**src/aasi_defs.vh**
```
`ifndef AASI_DEFS_VH
`define AASI_DEFS_VH
// Address space codes carried with every request.
`define AASI_SP_IO      2'h0
`define AASI_SP_MEM     2'h1
`define AASI_SP_MSG     2'h2
// Transfer width codes: number of bytes minus one.
`define AASI_W_1B       2'h0
`define AASI_W_2B       2'h1
`define AASI_STEP_1B    32'h0000_0001
`define AASI_STEP_2B    32'h0000_0002
`define AASI_STEP_4B    32'h0000_0004
// Local extension bus address width and the selector's region split.
`define AASI_LBX_AW     26
`define AASI_HI_MSB     31
`define AASI_HI_LSB     26
`define AASI_HI_LBX     6'h00
`define AASI_IO_AW      16
// Message header layout (word 0: dest, src; word 1: type, type specific).
`define AASI_DEST_MSB   7
`define AASI_DEST_LSB   0
`define AASI_SRC_MSB    15
`define AASI_SRC_LSB    8
`define AASI_TYPE_MSB   7
`define AASI_TYPE_LSB   0
`define AASI_BCAST      8'hFF
`define AASI_MSG_TYPES  8'h06
`define AASI_MSG_MAXW   4'h8
`define AASI_CNT_ONE    4'h1
// Message FIFO shape: {err, last, data[31:0]}.
`define AASI_FIFO_W     34
`define AASI_FIFO_D     32
`define AASI_FIFO_AW    5
// Replying state machine, one-hot.
`define AASI_ST_IDLE    3'h1
`define AASI_ST_BUSY    3'h2
`define AASI_ST_ACK     3'h4
`endif

```
**src/aasi_agent.v**
```verilog
`include "aasi_defs.vh"
`default_nettype none

module aasi_fifo #(
  parameter W  = `AASI_FIFO_W,
  parameter D  = `AASI_FIFO_D,
  parameter AW = `AASI_FIFO_AW
) (
  input  wire          core_clk,   // Clock.
  input  wire          rst_b,      // Asynchronous reset, active low.
  input  wire          in_valid,   // Write word offered.
  output wire          in_ready,   // Room for a word.
  input  wire [W-1:0]  in_data,    // Word written.
  output wire          out_valid,  // Word available.
  input  wire          out_ready,  // Consumer takes the word.
  output wire [W-1:0]  out_data    // Oldest word.
);
  reg [W-1:0]  mem [0:D-1];
  reg [AW-1:0] wr_ptr_reg;
  reg [AW-1:0] rd_ptr_reg;
  reg [AW:0]   count_reg;
  wire         push;
  wire         pop;

  assign in_ready  = (count_reg != D[AW:0]);
  assign out_valid = (count_reg != {(AW+1){1'b0}});
  assign out_data  = mem[rd_ptr_reg];
  assign push      = in_valid & in_ready;
  assign pop       = out_valid & out_ready;

  always @(posedge core_clk) begin
    if (push) begin
      mem[wr_ptr_reg] <= in_data;
    end
  end

  always @(posedge core_clk or negedge rst_b) begin
    if (!rst_b) begin
      wr_ptr_reg <= {AW{1'b0}};
      rd_ptr_reg <= {AW{1'b0}};
      count_reg  <= {(AW+1){1'b0}};
    end else begin
      if (push) begin
        wr_ptr_reg <= wr_ptr_reg + {{(AW-1){1'b0}}, 1'b1};
      end
      if (pop) begin
        rd_ptr_reg <= rd_ptr_reg + {{(AW-1){1'b0}}, 1'b1};
      end
      if (push & ~pop) begin
        count_reg <= count_reg + {{AW{1'b0}}, 1'b1};
      end else if (pop & ~push) begin
        count_reg <= count_reg - {{AW{1'b0}}, 1'b1};
      end
    end
  end
endmodule

module aasi_agent (
  input  wire        core_clk,       // 125 MHz clock.
  input  wire        rst_b,          // Asynchronous reset, active low.
  input  wire        req_valid,      // Initiator request offered.
  output wire        req_ready,      // Request taken.
  input  wire [1:0]  req_space,      // Address space.
  input  wire        req_write,      // Write when high.
  input  wire [31:0] req_addr,       // Request address.
  input  wire [1:0]  req_width,      // Bytes minus one.
  input  wire [31:0] req_wdata,      // Write data or packet word.
  input  wire        req_last,       // Last transfer of a sequence.
  output reg         req_rsp_valid,  // Read data pulse.
  output reg  [31:0] req_rdata,      // Read data.
  output wire        psb_out_valid,  // Parallel bus request.
  input  wire        psb_out_ready,  // Parallel bus completion.
  output wire [1:0]  psb_out_space,  // Space code.
  output wire        psb_out_write,  // Write when high.
  output wire [31:0] psb_out_addr,   // Address.
  output wire [1:0]  psb_out_width,  // Bytes minus one.
  output wire [31:0] psb_out_data,   // Write data.
  output wire [3:0]  psb_out_par,    // Even byte parity of data.
  output wire        psb_out_last,   // Last transfer.
  input  wire [31:0] psb_out_rdata,  // Read data returned.
  output wire        lbx_out_valid,  // Extension bus request.
  input  wire        lbx_out_ready,  // Extension bus completion.
  output wire        lbx_out_write,  // Write when high.
  output wire [25:0] lbx_out_addr,   // Address.
  output wire [1:0]  lbx_out_width,  // Bytes minus one.
  output wire [31:0] lbx_out_data,   // Write data.
  output wire        lbx_out_last,   // Last transfer.
  input  wire [31:0] lbx_out_rdata,  // Read data returned.
  input  wire        psb_in_valid,   // Parallel bus transfer seen.
  output wire        psb_in_ready,   // Handshake completion.
  input  wire [1:0]  psb_in_space,   // Space code.
  input  wire        psb_in_write,   // Write when high.
  input  wire        psb_in_first,   // Fresh address (sequence start).
  input  wire        psb_in_last,    // Last word of a packet.
  input  wire [31:0] psb_in_addr,    // Address.
  input  wire [1:0]  psb_in_width,   // Bytes minus one.
  input  wire [31:0] psb_in_data,    // Write data or packet word.
  input  wire [3:0]  psb_in_par,     // Even byte parity.
  output reg  [31:0] psb_in_rdata,   // Read data, valid with ready.
  input  wire        lbx_in_valid,   // Extension bus transfer seen.
  output wire        lbx_in_ready,   // Handshake completion.
  input  wire        lbx_in_write,   // Write when high.
  input  wire        lbx_in_first,   // Fresh address.
  input  wire [25:0] lbx_in_addr,    // Address.
  input  wire [1:0]  lbx_in_width,   // Bytes minus one.
  input  wire [31:0] lbx_in_data,    // Write data.
  output reg  [31:0] lbx_in_rdata,   // Read data, valid with ready.
  input  wire [15:0] io_base,        // Own I/O address.
  input  wire [15:0] io_mask,        // I/O bits compared.
  input  wire [31:0] psb_mem_base,   // Own parallel memory window.
  input  wire [31:0] psb_mem_mask,   // Parallel bits compared.
  input  wire [25:0] lbx_mem_base,   // Own extension memory window.
  input  wire [25:0] lbx_mem_mask,   // Extension bits compared.
  input  wire [7:0]  my_msg_addr,    // Own message address.
  output reg         rcv_valid,      // Receiver operation pending.
  input  wire        rcv_ready,      // Receiver done.
  output reg  [1:0]  rcv_space,      // Space of operation.
  output reg         rcv_write,      // Write when high.
  output reg  [31:0] rcv_addr,       // Operation address.
  output reg  [1:0]  rcv_width,      // Bytes minus one.
  output reg  [31:0] rcv_wdata,      // Write data.
  input  wire [31:0] rcv_rdata,      // Read data from receiver.
  output wire        msg_valid,      // Packet word available.
  input  wire        msg_ready,      // Consumer takes the word.
  output wire [31:0] msg_data,       // Packet word.
  output wire        msg_last,       // Last word of packet.
  output wire        msg_err         // Word had bad parity or type.
);
  reg        ob_valid_reg;
  reg        ob_lbx_reg;
  reg [1:0]  ob_space_reg;
  reg        ob_write_reg;
  reg [31:0] ob_addr_reg;
  reg [1:0]  ob_width_reg;
  reg [31:0] ob_data_reg;
  reg        ob_last_reg;
  reg [2:0]  st_reg;
  reg        gnt_lbx_reg;
  reg        prio_lbx_reg;
  reg [31:0] psb_seq_reg;
  reg [25:0] lbx_seq_reg;
  reg        m_first_reg;
  reg        m_keep_reg;
  reg        m_bc_reg;
  reg [3:0]  m_cnt_reg;
  wire       out_done;
  wire       to_lbx;
  wire       psb_hit;
  wire       lbx_hit;
  wire       pick_lbx;
  wire [3:0] par_bad;
  wire       is_msg;
  wire       hdr_ok;
  wire       keep_now;
  wire       bc_now;
  wire       type_bad;
  wire       msg_take;
  wire       fifo_in_ready;
  wire [`AASI_FIFO_W-1:0] fifo_out;
  reg  [31:0] step;
  wire [31:0] rcv_addr_next;

  genvar g;
  generate
    for (g = 0; g < 4; g = g + 1) begin : g_par
      assign psb_out_par[g] = ^ob_data_reg[8*g+7:8*g];
      assign par_bad[g]     = (^psb_in_data[8*g+7:8*g]) ^ psb_in_par[g];
    end
  endgenerate

  // Requesting side: memory below the extension region boundary goes to the extension bus.
  assign to_lbx    = (req_space == `AASI_SP_MEM) &&
                     (req_addr[`AASI_HI_MSB:`AASI_HI_LSB] == `AASI_HI_LBX);
  assign out_done  = ob_valid_reg & (ob_lbx_reg ? lbx_out_ready : psb_out_ready);
  assign req_ready = ~ob_valid_reg | out_done;

  assign psb_out_valid = ob_valid_reg & ~ob_lbx_reg;
  assign psb_out_space = ob_space_reg;
  assign psb_out_write = ob_write_reg;
  assign psb_out_addr  = ob_addr_reg;
  assign psb_out_width = ob_width_reg;
  assign psb_out_data  = ob_data_reg;
  assign psb_out_last  = ob_last_reg;
  assign lbx_out_valid = ob_valid_reg & ob_lbx_reg;
  assign lbx_out_write = ob_write_reg;
  assign lbx_out_addr  = ob_addr_reg[`AASI_LBX_AW-1:0];
  assign lbx_out_width = ob_width_reg;
  assign lbx_out_data  = ob_data_reg;
  assign lbx_out_last  = ob_last_reg;

  always @(posedge core_clk or negedge rst_b) begin
    if (!rst_b) begin
      ob_valid_reg  <= 1'b0;
      ob_lbx_reg    <= 1'b0;
      ob_space_reg  <= `AASI_SP_IO;
      ob_write_reg  <= 1'b0;
      ob_addr_reg   <= 32'h0000_0000;
      ob_width_reg  <= `AASI_W_1B;
      ob_data_reg   <= 32'h0000_0000;
      ob_last_reg   <= 1'b0;
      req_rsp_valid <= 1'b0;
      req_rdata     <= 32'h0000_0000;
    end else begin
      req_rsp_valid <= out_done & ~ob_write_reg;
      if (out_done & ~ob_write_reg) begin
        req_rdata <= ob_lbx_reg ? lbx_out_rdata : psb_out_rdata;
      end
      if (req_valid & req_ready) begin
        // A message read is swallowed: message space carries writes only.
        ob_valid_reg <= ~((req_space == `AASI_SP_MSG) & ~req_write);
        ob_lbx_reg   <= to_lbx;
        ob_space_reg <= req_space;
        ob_write_reg <= req_write;
        ob_addr_reg  <= req_addr;
        ob_width_reg <= req_width;
        ob_data_reg  <= req_wdata;
        ob_last_reg  <= req_last;
      end else if (out_done) begin
        ob_valid_reg <= 1'b0;
      end
    end
  end

  // Replying side: address match on both buses at once.
  assign psb_hit = psb_in_valid & (((psb_in_space == `AASI_SP_IO) &
                   ((psb_in_addr[`AASI_IO_AW-1:0] & io_mask) == io_base)) |
                   ((psb_in_space == `AASI_SP_MEM) &
                   ((psb_in_addr & psb_mem_mask) == psb_mem_base)));
  assign lbx_hit = lbx_in_valid & ((lbx_in_addr & lbx_mem_mask) == lbx_mem_base);
  assign pick_lbx = lbx_hit & (~psb_hit | prio_lbx_reg);

  always @* begin
    case (rcv_width)
      `AASI_W_1B: step = `AASI_STEP_1B;
      `AASI_W_2B: step = `AASI_STEP_2B;
      default:    step = `AASI_STEP_4B;
    endcase
  end
  // I/O sequences stay on one address; memory sequences advance by width.
  assign rcv_addr_next = (rcv_space == `AASI_SP_IO) ? rcv_addr : rcv_addr + step;

  // The loser sees no ready until it is served.
  assign psb_in_ready = ((st_reg == `AASI_ST_ACK) & ~gnt_lbx_reg) | msg_take;
  assign lbx_in_ready = (st_reg == `AASI_ST_ACK) & gnt_lbx_reg;

  always @(posedge core_clk or negedge rst_b) begin
    if (!rst_b) begin
      st_reg       <= `AASI_ST_IDLE;
      gnt_lbx_reg  <= 1'b0;
      prio_lbx_reg <= 1'b0;
      psb_seq_reg  <= 32'h0000_0000;
      lbx_seq_reg  <= 26'h000_0000;
      rcv_valid    <= 1'b0;
      rcv_space    <= `AASI_SP_IO;
      rcv_write    <= 1'b0;
      rcv_addr     <= 32'h0000_0000;
      rcv_width    <= `AASI_W_1B;
      rcv_wdata    <= 32'h0000_0000;
      psb_in_rdata <= 32'h0000_0000;
      lbx_in_rdata <= 32'h0000_0000;
    end else begin
      case (st_reg)
        `AASI_ST_IDLE: begin
          if (psb_hit | lbx_hit) begin
            st_reg      <= `AASI_ST_BUSY;
            gnt_lbx_reg <= pick_lbx;
            rcv_valid   <= 1'b1;
            if (pick_lbx) begin
              rcv_space <= `AASI_SP_MEM;
              rcv_write <= lbx_in_write;
              rcv_width <= lbx_in_width;
              rcv_wdata <= lbx_in_data;
              rcv_addr  <= {6'h00, (lbx_in_first ? lbx_in_addr : lbx_seq_reg)};
            end else begin
              rcv_space <= psb_in_space;
              rcv_write <= psb_in_write;
              rcv_width <= psb_in_width;
              rcv_wdata <= psb_in_data;
              rcv_addr  <= psb_in_first ? psb_in_addr : psb_seq_reg;
            end
          end
        end
        `AASI_ST_BUSY: begin
          if (rcv_ready) begin
            st_reg    <= `AASI_ST_ACK;
            rcv_valid <= 1'b0;
            if (gnt_lbx_reg) begin
              lbx_in_rdata <= rcv_rdata;
            end else begin
              psb_in_rdata <= rcv_rdata;
            end
          end
        end
        `AASI_ST_ACK: begin
          st_reg       <= `AASI_ST_IDLE;
          prio_lbx_reg <= ~gnt_lbx_reg;
          if (gnt_lbx_reg) begin
            lbx_seq_reg <= rcv_addr_next[`AASI_LBX_AW-1:0];
          end else begin
            psb_seq_reg <= rcv_addr_next;
          end
        end
        default: begin
          st_reg    <= `AASI_ST_IDLE;
          rcv_valid <= 1'b0;
        end
      endcase
    end
  end

  // Message receive: header checked on word 0, type on word 1.
  assign is_msg   = psb_in_valid & (psb_in_space == `AASI_SP_MSG);
  assign hdr_ok   = psb_in_write &
                    ((psb_in_data[`AASI_DEST_MSB:`AASI_DEST_LSB] == my_msg_addr) |
                     (psb_in_data[`AASI_DEST_MSB:`AASI_DEST_LSB] == `AASI_BCAST)) &
                    (psb_in_data[`AASI_SRC_MSB:`AASI_SRC_LSB] != `AASI_BCAST);
  assign keep_now = m_first_reg ? hdr_ok : (m_keep_reg & (m_cnt_reg < `AASI_MSG_MAXW));
  assign bc_now   = m_first_reg ? (psb_in_data[`AASI_DEST_MSB:`AASI_DEST_LSB] == `AASI_BCAST) : m_bc_reg;
  // Type specific byte is passed on but never inspected.
  assign type_bad = ~m_first_reg & (m_cnt_reg == `AASI_CNT_ONE) &
                    (psb_in_data[`AASI_TYPE_MSB:`AASI_TYPE_LSB] >= `AASI_MSG_TYPES);
  // Broadcast words never stall; when the buffer is full they are lost.
  assign msg_take = is_msg & (fifo_in_ready | ~keep_now | bc_now);

  always @(posedge core_clk or negedge rst_b) begin
    if (!rst_b) begin
      m_first_reg <= 1'b1;
      m_keep_reg  <= 1'b0;
      m_bc_reg    <= 1'b0;
      m_cnt_reg   <= 4'h0;
    end else if (msg_take) begin
      m_first_reg <= psb_in_last;
      m_cnt_reg   <= m_first_reg ? `AASI_CNT_ONE : m_cnt_reg + `AASI_CNT_ONE;
      m_keep_reg  <= keep_now & ~type_bad;
      m_bc_reg    <= bc_now;
    end
  end

  aasi_fifo #(
    .W  (`AASI_FIFO_W),
    .D  (`AASI_FIFO_D),
    .AW (`AASI_FIFO_AW)
  ) u_msg_fifo (
    .core_clk  (core_clk),
    .rst_b     (rst_b),
    .in_valid  (msg_take & keep_now),
    .in_ready  (fifo_in_ready),
    .in_data   ({(|par_bad) | type_bad, psb_in_last, psb_in_data}),
    .out_valid (msg_valid),
    .out_ready (msg_ready),
    .out_data  (fifo_out)
  );

  assign msg_data = fifo_out[31:0];
  assign msg_last = fifo_out[32];
  assign msg_err  = fifo_out[33];
endmodule

`default_nettype wire

```
**config.mk**
```make
export PLATFORM = sky130hd
export DESIGN_NAME = aasi_agent
export DESIGN_NICKNAME = d
export VERILOG_FILES = /design/src/aasi_agent.v
export VERILOG_INCLUDE_DIRS = /design/src /design/src/src
export SDC_FILE = /design/constraint.sdc
export NUM_CORES = 2
export LEC_CHECK = 0
export BUFFER_PORTS_ARGS = -buffer_cell sky130_fd_sc_hd__clkbuf_2
export CAP_MARGIN = 25
export CORE_MARGIN = 3
export CORE_UTILIZATION = 58
export CTS_CLUSTER_DIAMETER = 200
export DETAILED_ROUTE_END_ITERATION = 7
export PLACE_DENSITY = 0.8
export SYNTH_ARGS = -nofsm -noshare
export SYNTH_HDL_FRONTEND = slang
export SYNTH_SLANG_ARGS = --single-unit
```
**constraint.sdc**
```tcl
create_clock -name core_clk -period 4.7 [get_ports core_clk]
set_clock_uncertainty 0.15 [all_clocks]
set_input_delay 0.235 -clock core_clk [delete_from_list [all_inputs] [get_ports core_clk]]
set_output_delay 0.235 -clock core_clk [all_outputs]
set_load 0.01 [all_outputs]
```
Word-level counts from Yosys, hierarchy flattened:

Memories as Yosys holds them, arrays and structs flattened.
Cells that the tools add are included.

* bits in registers: 325
* memory bits (writable): 1088
* output and inout bits: 343
* logic and storage cells: 162
* memories: 1

* $add $sub $neg: 6
* order comparisons: 2
* eq/ne operators: 18
* mux-type cells: 26
* bitwise logic cells: 55
* reduce and logical (&&, ||, !) cells: 24

Memory list
* u_msg_fifo.mem: depth 32, bits a word 34, read ports 1, clocked after Yosys merged registers in 0, wr ports 1, line aasi_agent.v:18 `reg [W-1:0] mem [0:D-1];`

Operator list (count)
* $mux W32: 5
* $reduce_xor A8 Y1: 8
* $add A32 B32 Y32: 1
* $and A32 B32 Y32: 1
* $eq A32 B32 Y1: 1
* $and A1 B1 Y1: 26
* $and A26 B26 Y26: 1
* $eq A26 B26 Y1: 1
* $mux W26: 1
* $and A16 B16 Y16: 1
* $eq A16 B16 Y1: 1
* $not A1 Y1: 13
* $mux W6: 2
* $pmux W3 S2: 2
* $add A5 B1 Y5 const B: 2
* $mux W1: 10
* $or A1 B1 Y1: 9
* $reduce_and A3 Y1: 3
* $eq A8 B8 Y1: 1
* $eq A8 B8 Y1 const B: 1
* $ge A8 B3 Y1 const B: 1
* $ne A8 B8 Y1 const B: 1
* $reduce_and A2 Y1: 4
* $add A6 B1 Y6 const B: 1
* other kinds (22): 34

Longest topological paths before layout:

* word-level depth: 15
* gate-level depth with buffers: 15

Hierarchy:

Synthesis repeated with hierarchy kept, for this count alone.

* cells, all modules: 3350
* area total of the unflattened synthesis: 58363.5 µm²

Modules (own cells, without submodules)
* aasi_fifo: instances 1, cells each 1914, area an instance 42051.6 µm²
* aasi_agent: instances 1, cells each 1436, area an instance 16311.9 µm²

Worst setup path before layout:

OpenSTA, ideal clock, no wires.

* kind: register -> register
* from: reg m_first_reg
* to: mem u_msg_fifo.mem[31][0] (netlist bit) (enable)
* setup time: 0.425 ns
* arrival time: 3.234 ns
* data required time: 4.125 ns
* path slack: 0.890 ns
* stages on the path, launching flop included: 8
* path buffers: 1
* period minus slack after synthesis: 3.810 ns
* path through: dfstp_2 -> clkbuf_1 -> nand2_1 -> a41oi_1 -> a22oi_1 -> nor2_1 -> nand2_1 -> nor2_1

* longest elaborated chain between the ends: 9
* elaborated cells on any way between the ends: 10
* classes of those cells: mux: 4; bitwise: 6

Ends and longest elaborated chain
* start: declaration: line aasi_agent.v:142 `reg m_first_reg;`
* start signal: assignment: line aasi_agent.v:332 `m_first_reg <= psb_in_last;`
* $mux W1: line aasi_agent.v:317 `` assign keep_now = m_first_reg ? hdr_ok : (m_keep_reg & (m_cnt_reg < `AASI_MSG_MAXW)); ``
* $not A1 Y1: line aasi_agent.v:323 `assign msg_take = is_msg & (fifo_in_ready | ~keep_now | bc_now);`
* $or A1 B1 Y1 (2 in a row): line aasi_agent.v:323
* $and A1 B1 Y1: line aasi_agent.v:323
* $and A1 B1 Y1 (*): line aasi_agent.v:346 `.in_valid (msg_take & keep_now),`
* $and A1 B1 Y1 (*): line aasi_agent.v:28 `assign push = in_valid & in_ready;`
* named net u_msg_fifo.push: line aasi_agent.v:22 `wire push;`
* $mux W1 (*): line aasi_agent.v:32 `if (push) begin`
* $mux W1 (not written as such) (*): line aasi_agent.v:33 `mem[wr_ptr_reg] <= in_data;`
* end: declaration: line aasi_agent.v:18

The timed path passes the listed nets; every way through them passes the cells marked *.

Worst setup path after layout:

* from: reg m_first_reg
* to: mem u_msg_fifo.mem[5][22] (netlist bit) (enable)

Same word-level chain as after synthesis.

==> metrics.md <==
| Metric | Value |
|---|---|
| Congestion Overflow GR | 0 |
| Psw | 10370 uW |
| DP HPWL | approximately 130 mm |
| Pwr dens | 482.6 mW/mm2 |
| Share of the synthesized area in the top cell type | 0.5561 |
| Port bufs | 810 |
| Tightest Pin Transition | 1.105 ns |
| Reg2Reg Setup Slack | 0.19 ns |
| Die W | 324.3 um |
| Ports | slightly above 800 |
| WP data required | 4.99 ns |
| Hold Startpoint | psb_in_space[1] |
| H-tree levels | 4 |
| Max FFs per register | 1088 |
| Critical path's slowest cell | nor2_4 |
| CTS tree | built |
| CP Capture Type | flop |
| Worst Setup EP | u_msg_fifo.mem[5][22] |
| P_int | 24660 uW |
| Vias in the first global route | 37890 |
| TritonRoute pass-1 iters | 7 |
| Largest net degree at the start of global routing | 118 |
| Share of cells above drive strength 1 | 0.4052 |
| Synth area leaders | edfxtp_1 (56%), dfrtp_1 (14%), mux4_2 (13%), mux2_2 (5.2%), mux2i_1 (2.1%) |
| CP arrival | about 4.8 ns |
| Count leader, synth | edfxtp_1 |
| Syn_nets | roughly 3700 |
| Crit. Startpoint | m_first_reg |
| Count of warnings emitted by yosys | 0 |
| Initial antenna violation count | 55 |
| Count of final setup violators | 0 |
| ANT nets after route | 0 |
| Drt wl/cell | 36.13 um |
| CP Class | flop to flop |
| Vias | 38440 |
| Initial Util | 0.5858 |
| Worst r2r dst | u_msg_fifo.mem[5][22] |
| Number of DRC markers in iteration 0 | roughly 5500 |
| Post-synth top flop | edfxtp_1 |
| Gr usage total | 0.4002 |
| Number of enable flip-flop cells after synthesis | 1088 |
| Rows | about 120 |
| Global-route wire length before repair | 288.3 mm |
| Worst Path Buf+Inv | 2 |
| Max IR drop VDD | 0.3880 mV |
| Worst relative slew slack | 0.2633 |
| Final WL | 210.0 mm |
| DRC Markers | 0 |
| Max Cap Viol | 0 |
| CP max FO | 13 |
| RR Startpoint | m_first_reg |
| Core Area | 0.1003 mm2 |
| Largest Register | u_msg_fifo.mem |
| Power share of the clock group | 0.325 |
| Sequence of cells on the critical path | nand2_1 > a41oi_1 > a22oi_1 > nor2_1 > buf_4 > nand2_1 > nor2_4 > buf_12 |
| Sequential area share after synthesis | 0.6946 |
| Layout Cells excl Fill | 5811 |
| GP Congestion | roughly 1 |
| PostCTS Resize Cnt | 0 |
| Status | completed |
| Synth-to-Final Area Change | 23.57% |
| CTS buffer count | 141 |
| Worst-path clk slew | 0.06 ns |
| Via-to-Cell Ratio | 6.615 |
| Maximum clock rate | 221.7 MHz |
| Final Net Count | 4797 |
| Most used cell, CP | nand2_1 |
| Switching share of power | 0.2960 |
| Clock sink count | ~1400 |
| Critical path's top delay family | simple AND/OR/NAND/NOR gates |
| Post-CTS setup buffer count | 0 |
| Startpoint Class | flop |
| Min Tclk post-route | about 4.5 ns |
| Mapped cell area | 0.05875 mm2 |
| Placed cells | approximately 5200 |
| Cells after Synth | 3152 |
| Netlist cell types | 57 |
| RSZ-0062 raised after global routing | no |
| Leak | 0.02740 uW |
| Die Area | roughly 0.11 mm2 |
| Clk Tree Root Cell | clkbuf_16 |
| Seq cells post-synth | 1413 |
| Top cells by count, synth | edfxtp_1 (1088), mux4_2 (340), dfrtp_1 (323) |
| DIE HEIGHT | 324.3 um |
| Worst Hold Class | input pin to flop |
| CP peak stage delay | 0.87 ns |
| Reg2reg path depth | 8 |
| Worst skew pair latency | 0.75 ns |
| Max-slew violations | 0 |
| Logic pwr share | 0.260 |
| Largest area contributor in the netlist | edfxtp_1 |
| Critical path depth | 8 |
| Final Cycle Share | 0.9598 |
| Ys async rst share | 0.2300 |
| Final Hold Viols | 0 |
| Clock tree buffer depth | 3 |
| Total Power | 35030 uW |
| Synth Area per Inst | approximately 19 um2 |
| Setup tns final | 0 ns |
| Seq pwr share | 0.415 |
logic make-up (layout without fill, tap and decap cells):
group,count (synthesis),count (layout),synth area share
AO/OA/AOI/OAI,195,195,0.02032
XOR/XNOR,128,128,0.01908
adder cells (fa/ha/maj),32,32,0.007071
buffers and inverters,238,1496,0.02002
flip-flops,1413,1413,0.6946
multiplexers,732,732,0.2029
other,0,44,0
AND/OR/NAND/NOR,414,414,0.03597
area by class of cell:
class | count | area (um2)
clock buffers | 188 | 3860
diodes | 44 | 110.1
inverters | 26 | 97.59
fillers | 5962 | 27700
flip-flops and latches | 1413 | 40820
multi-input cells | 1501 | 17040
clock inverters | 68 | 710.7
well taps | 1357 | 1698
repair buffers | 1214 | 8253
power groups by stage:
stage / sequential, uW / clock [uW] / combinational, uW
2_1_floorplan: 14200 / 0 / 5800
3_3_place_gp: 14700 / 0 / 8400
3_5_place_dp: 14700 / 0 / 8520
4_1_cts: 14500 / 11300 / 9010
5_1_grt: 14500 / 11900 / 9480
6_report: 14500 / 11400 / 9110
per-layer routing:
metal	up-vias	GRT usage	routed length [um]
met1	19580	0.5046	70290
li1	14810	-	-
met2	3325	0.6115	97570
met4	28	0.1741	11150
met3	693	0.1647	30230
met5	-	0.05488	712
metrics by stage:
stage	hold slack [ns]	util	instance area, um2	setup WS (ns)
after floorplan	-0.2106	-	58750	0.8905
after global placement	0.08836	0.6474	64920	0.5352
after detailed placement	0.08998	0.6474	64920	0.4813
after CTS	0.0008167	0.7223	72440	0.4212
after global routing	0.07202	0.7232	72530	0.08340
final	0.05030	0.7238	72590	0.1891
repair_timing:
action                                  4_1_cts  5_1_grt
endpoints found under the setup margin        0        0
hold buffers                                292        0
hold endpoints to repair                   1138        0
worst min-delay path: stages:
cell and delay, ns:
clkbuf_2 0.10, nand2_1 0.05, nor2_1 0.11, o31ai_2 0.08
buf_4 0.21, a21oi_1 0.09
placed cells by master, fill, tap and decap left out, types with 8 or more instances in the layout:
cell / instances
a21boi_0: 36
a21o_1: 10
a21oi_1: 105
and3_1: 12
and3b_1: 37
buf_12: 31
buf_4: 80
bufinv_16: 10
clkbuf_1: 36
clkbuf_16: 145
clkbuf_2: 809
clkinv_1: 19
clkinv_2: 21
dfrtp_1: 317
diode_2: 44
dlygate4sd3_1: 291
edfxtp_1: 1088
ha_1: 30
inv_1: 26
mux2_2: 271
mux2i_1: 121
mux4_2: 340
nand2_1: 72
nand3_1: 25
nand4_1: 31
nor2_1: 121
nor2_4: 32
nor2b_1: 8
nor3_1: 8
nor4_1: 32
o21ai_0: 12
xnor2_1: 71
xor2_1: 57
worst min path at each step:
stage,endpoint,slack [ns],cells past startpoint
detailed placement,lbx_out_data[3],0.09,1
CTS,u_msg_fifo.mem[17][17],0.0008,1
finish,m_bc_reg,0.05,6
global route,gnt_lbx_reg,0.07,6
global placement,lbx_out_data[3],0.09,1
floorplan,gnt_lbx_reg,-0.21,0
(Power assumes the default switching activity.)
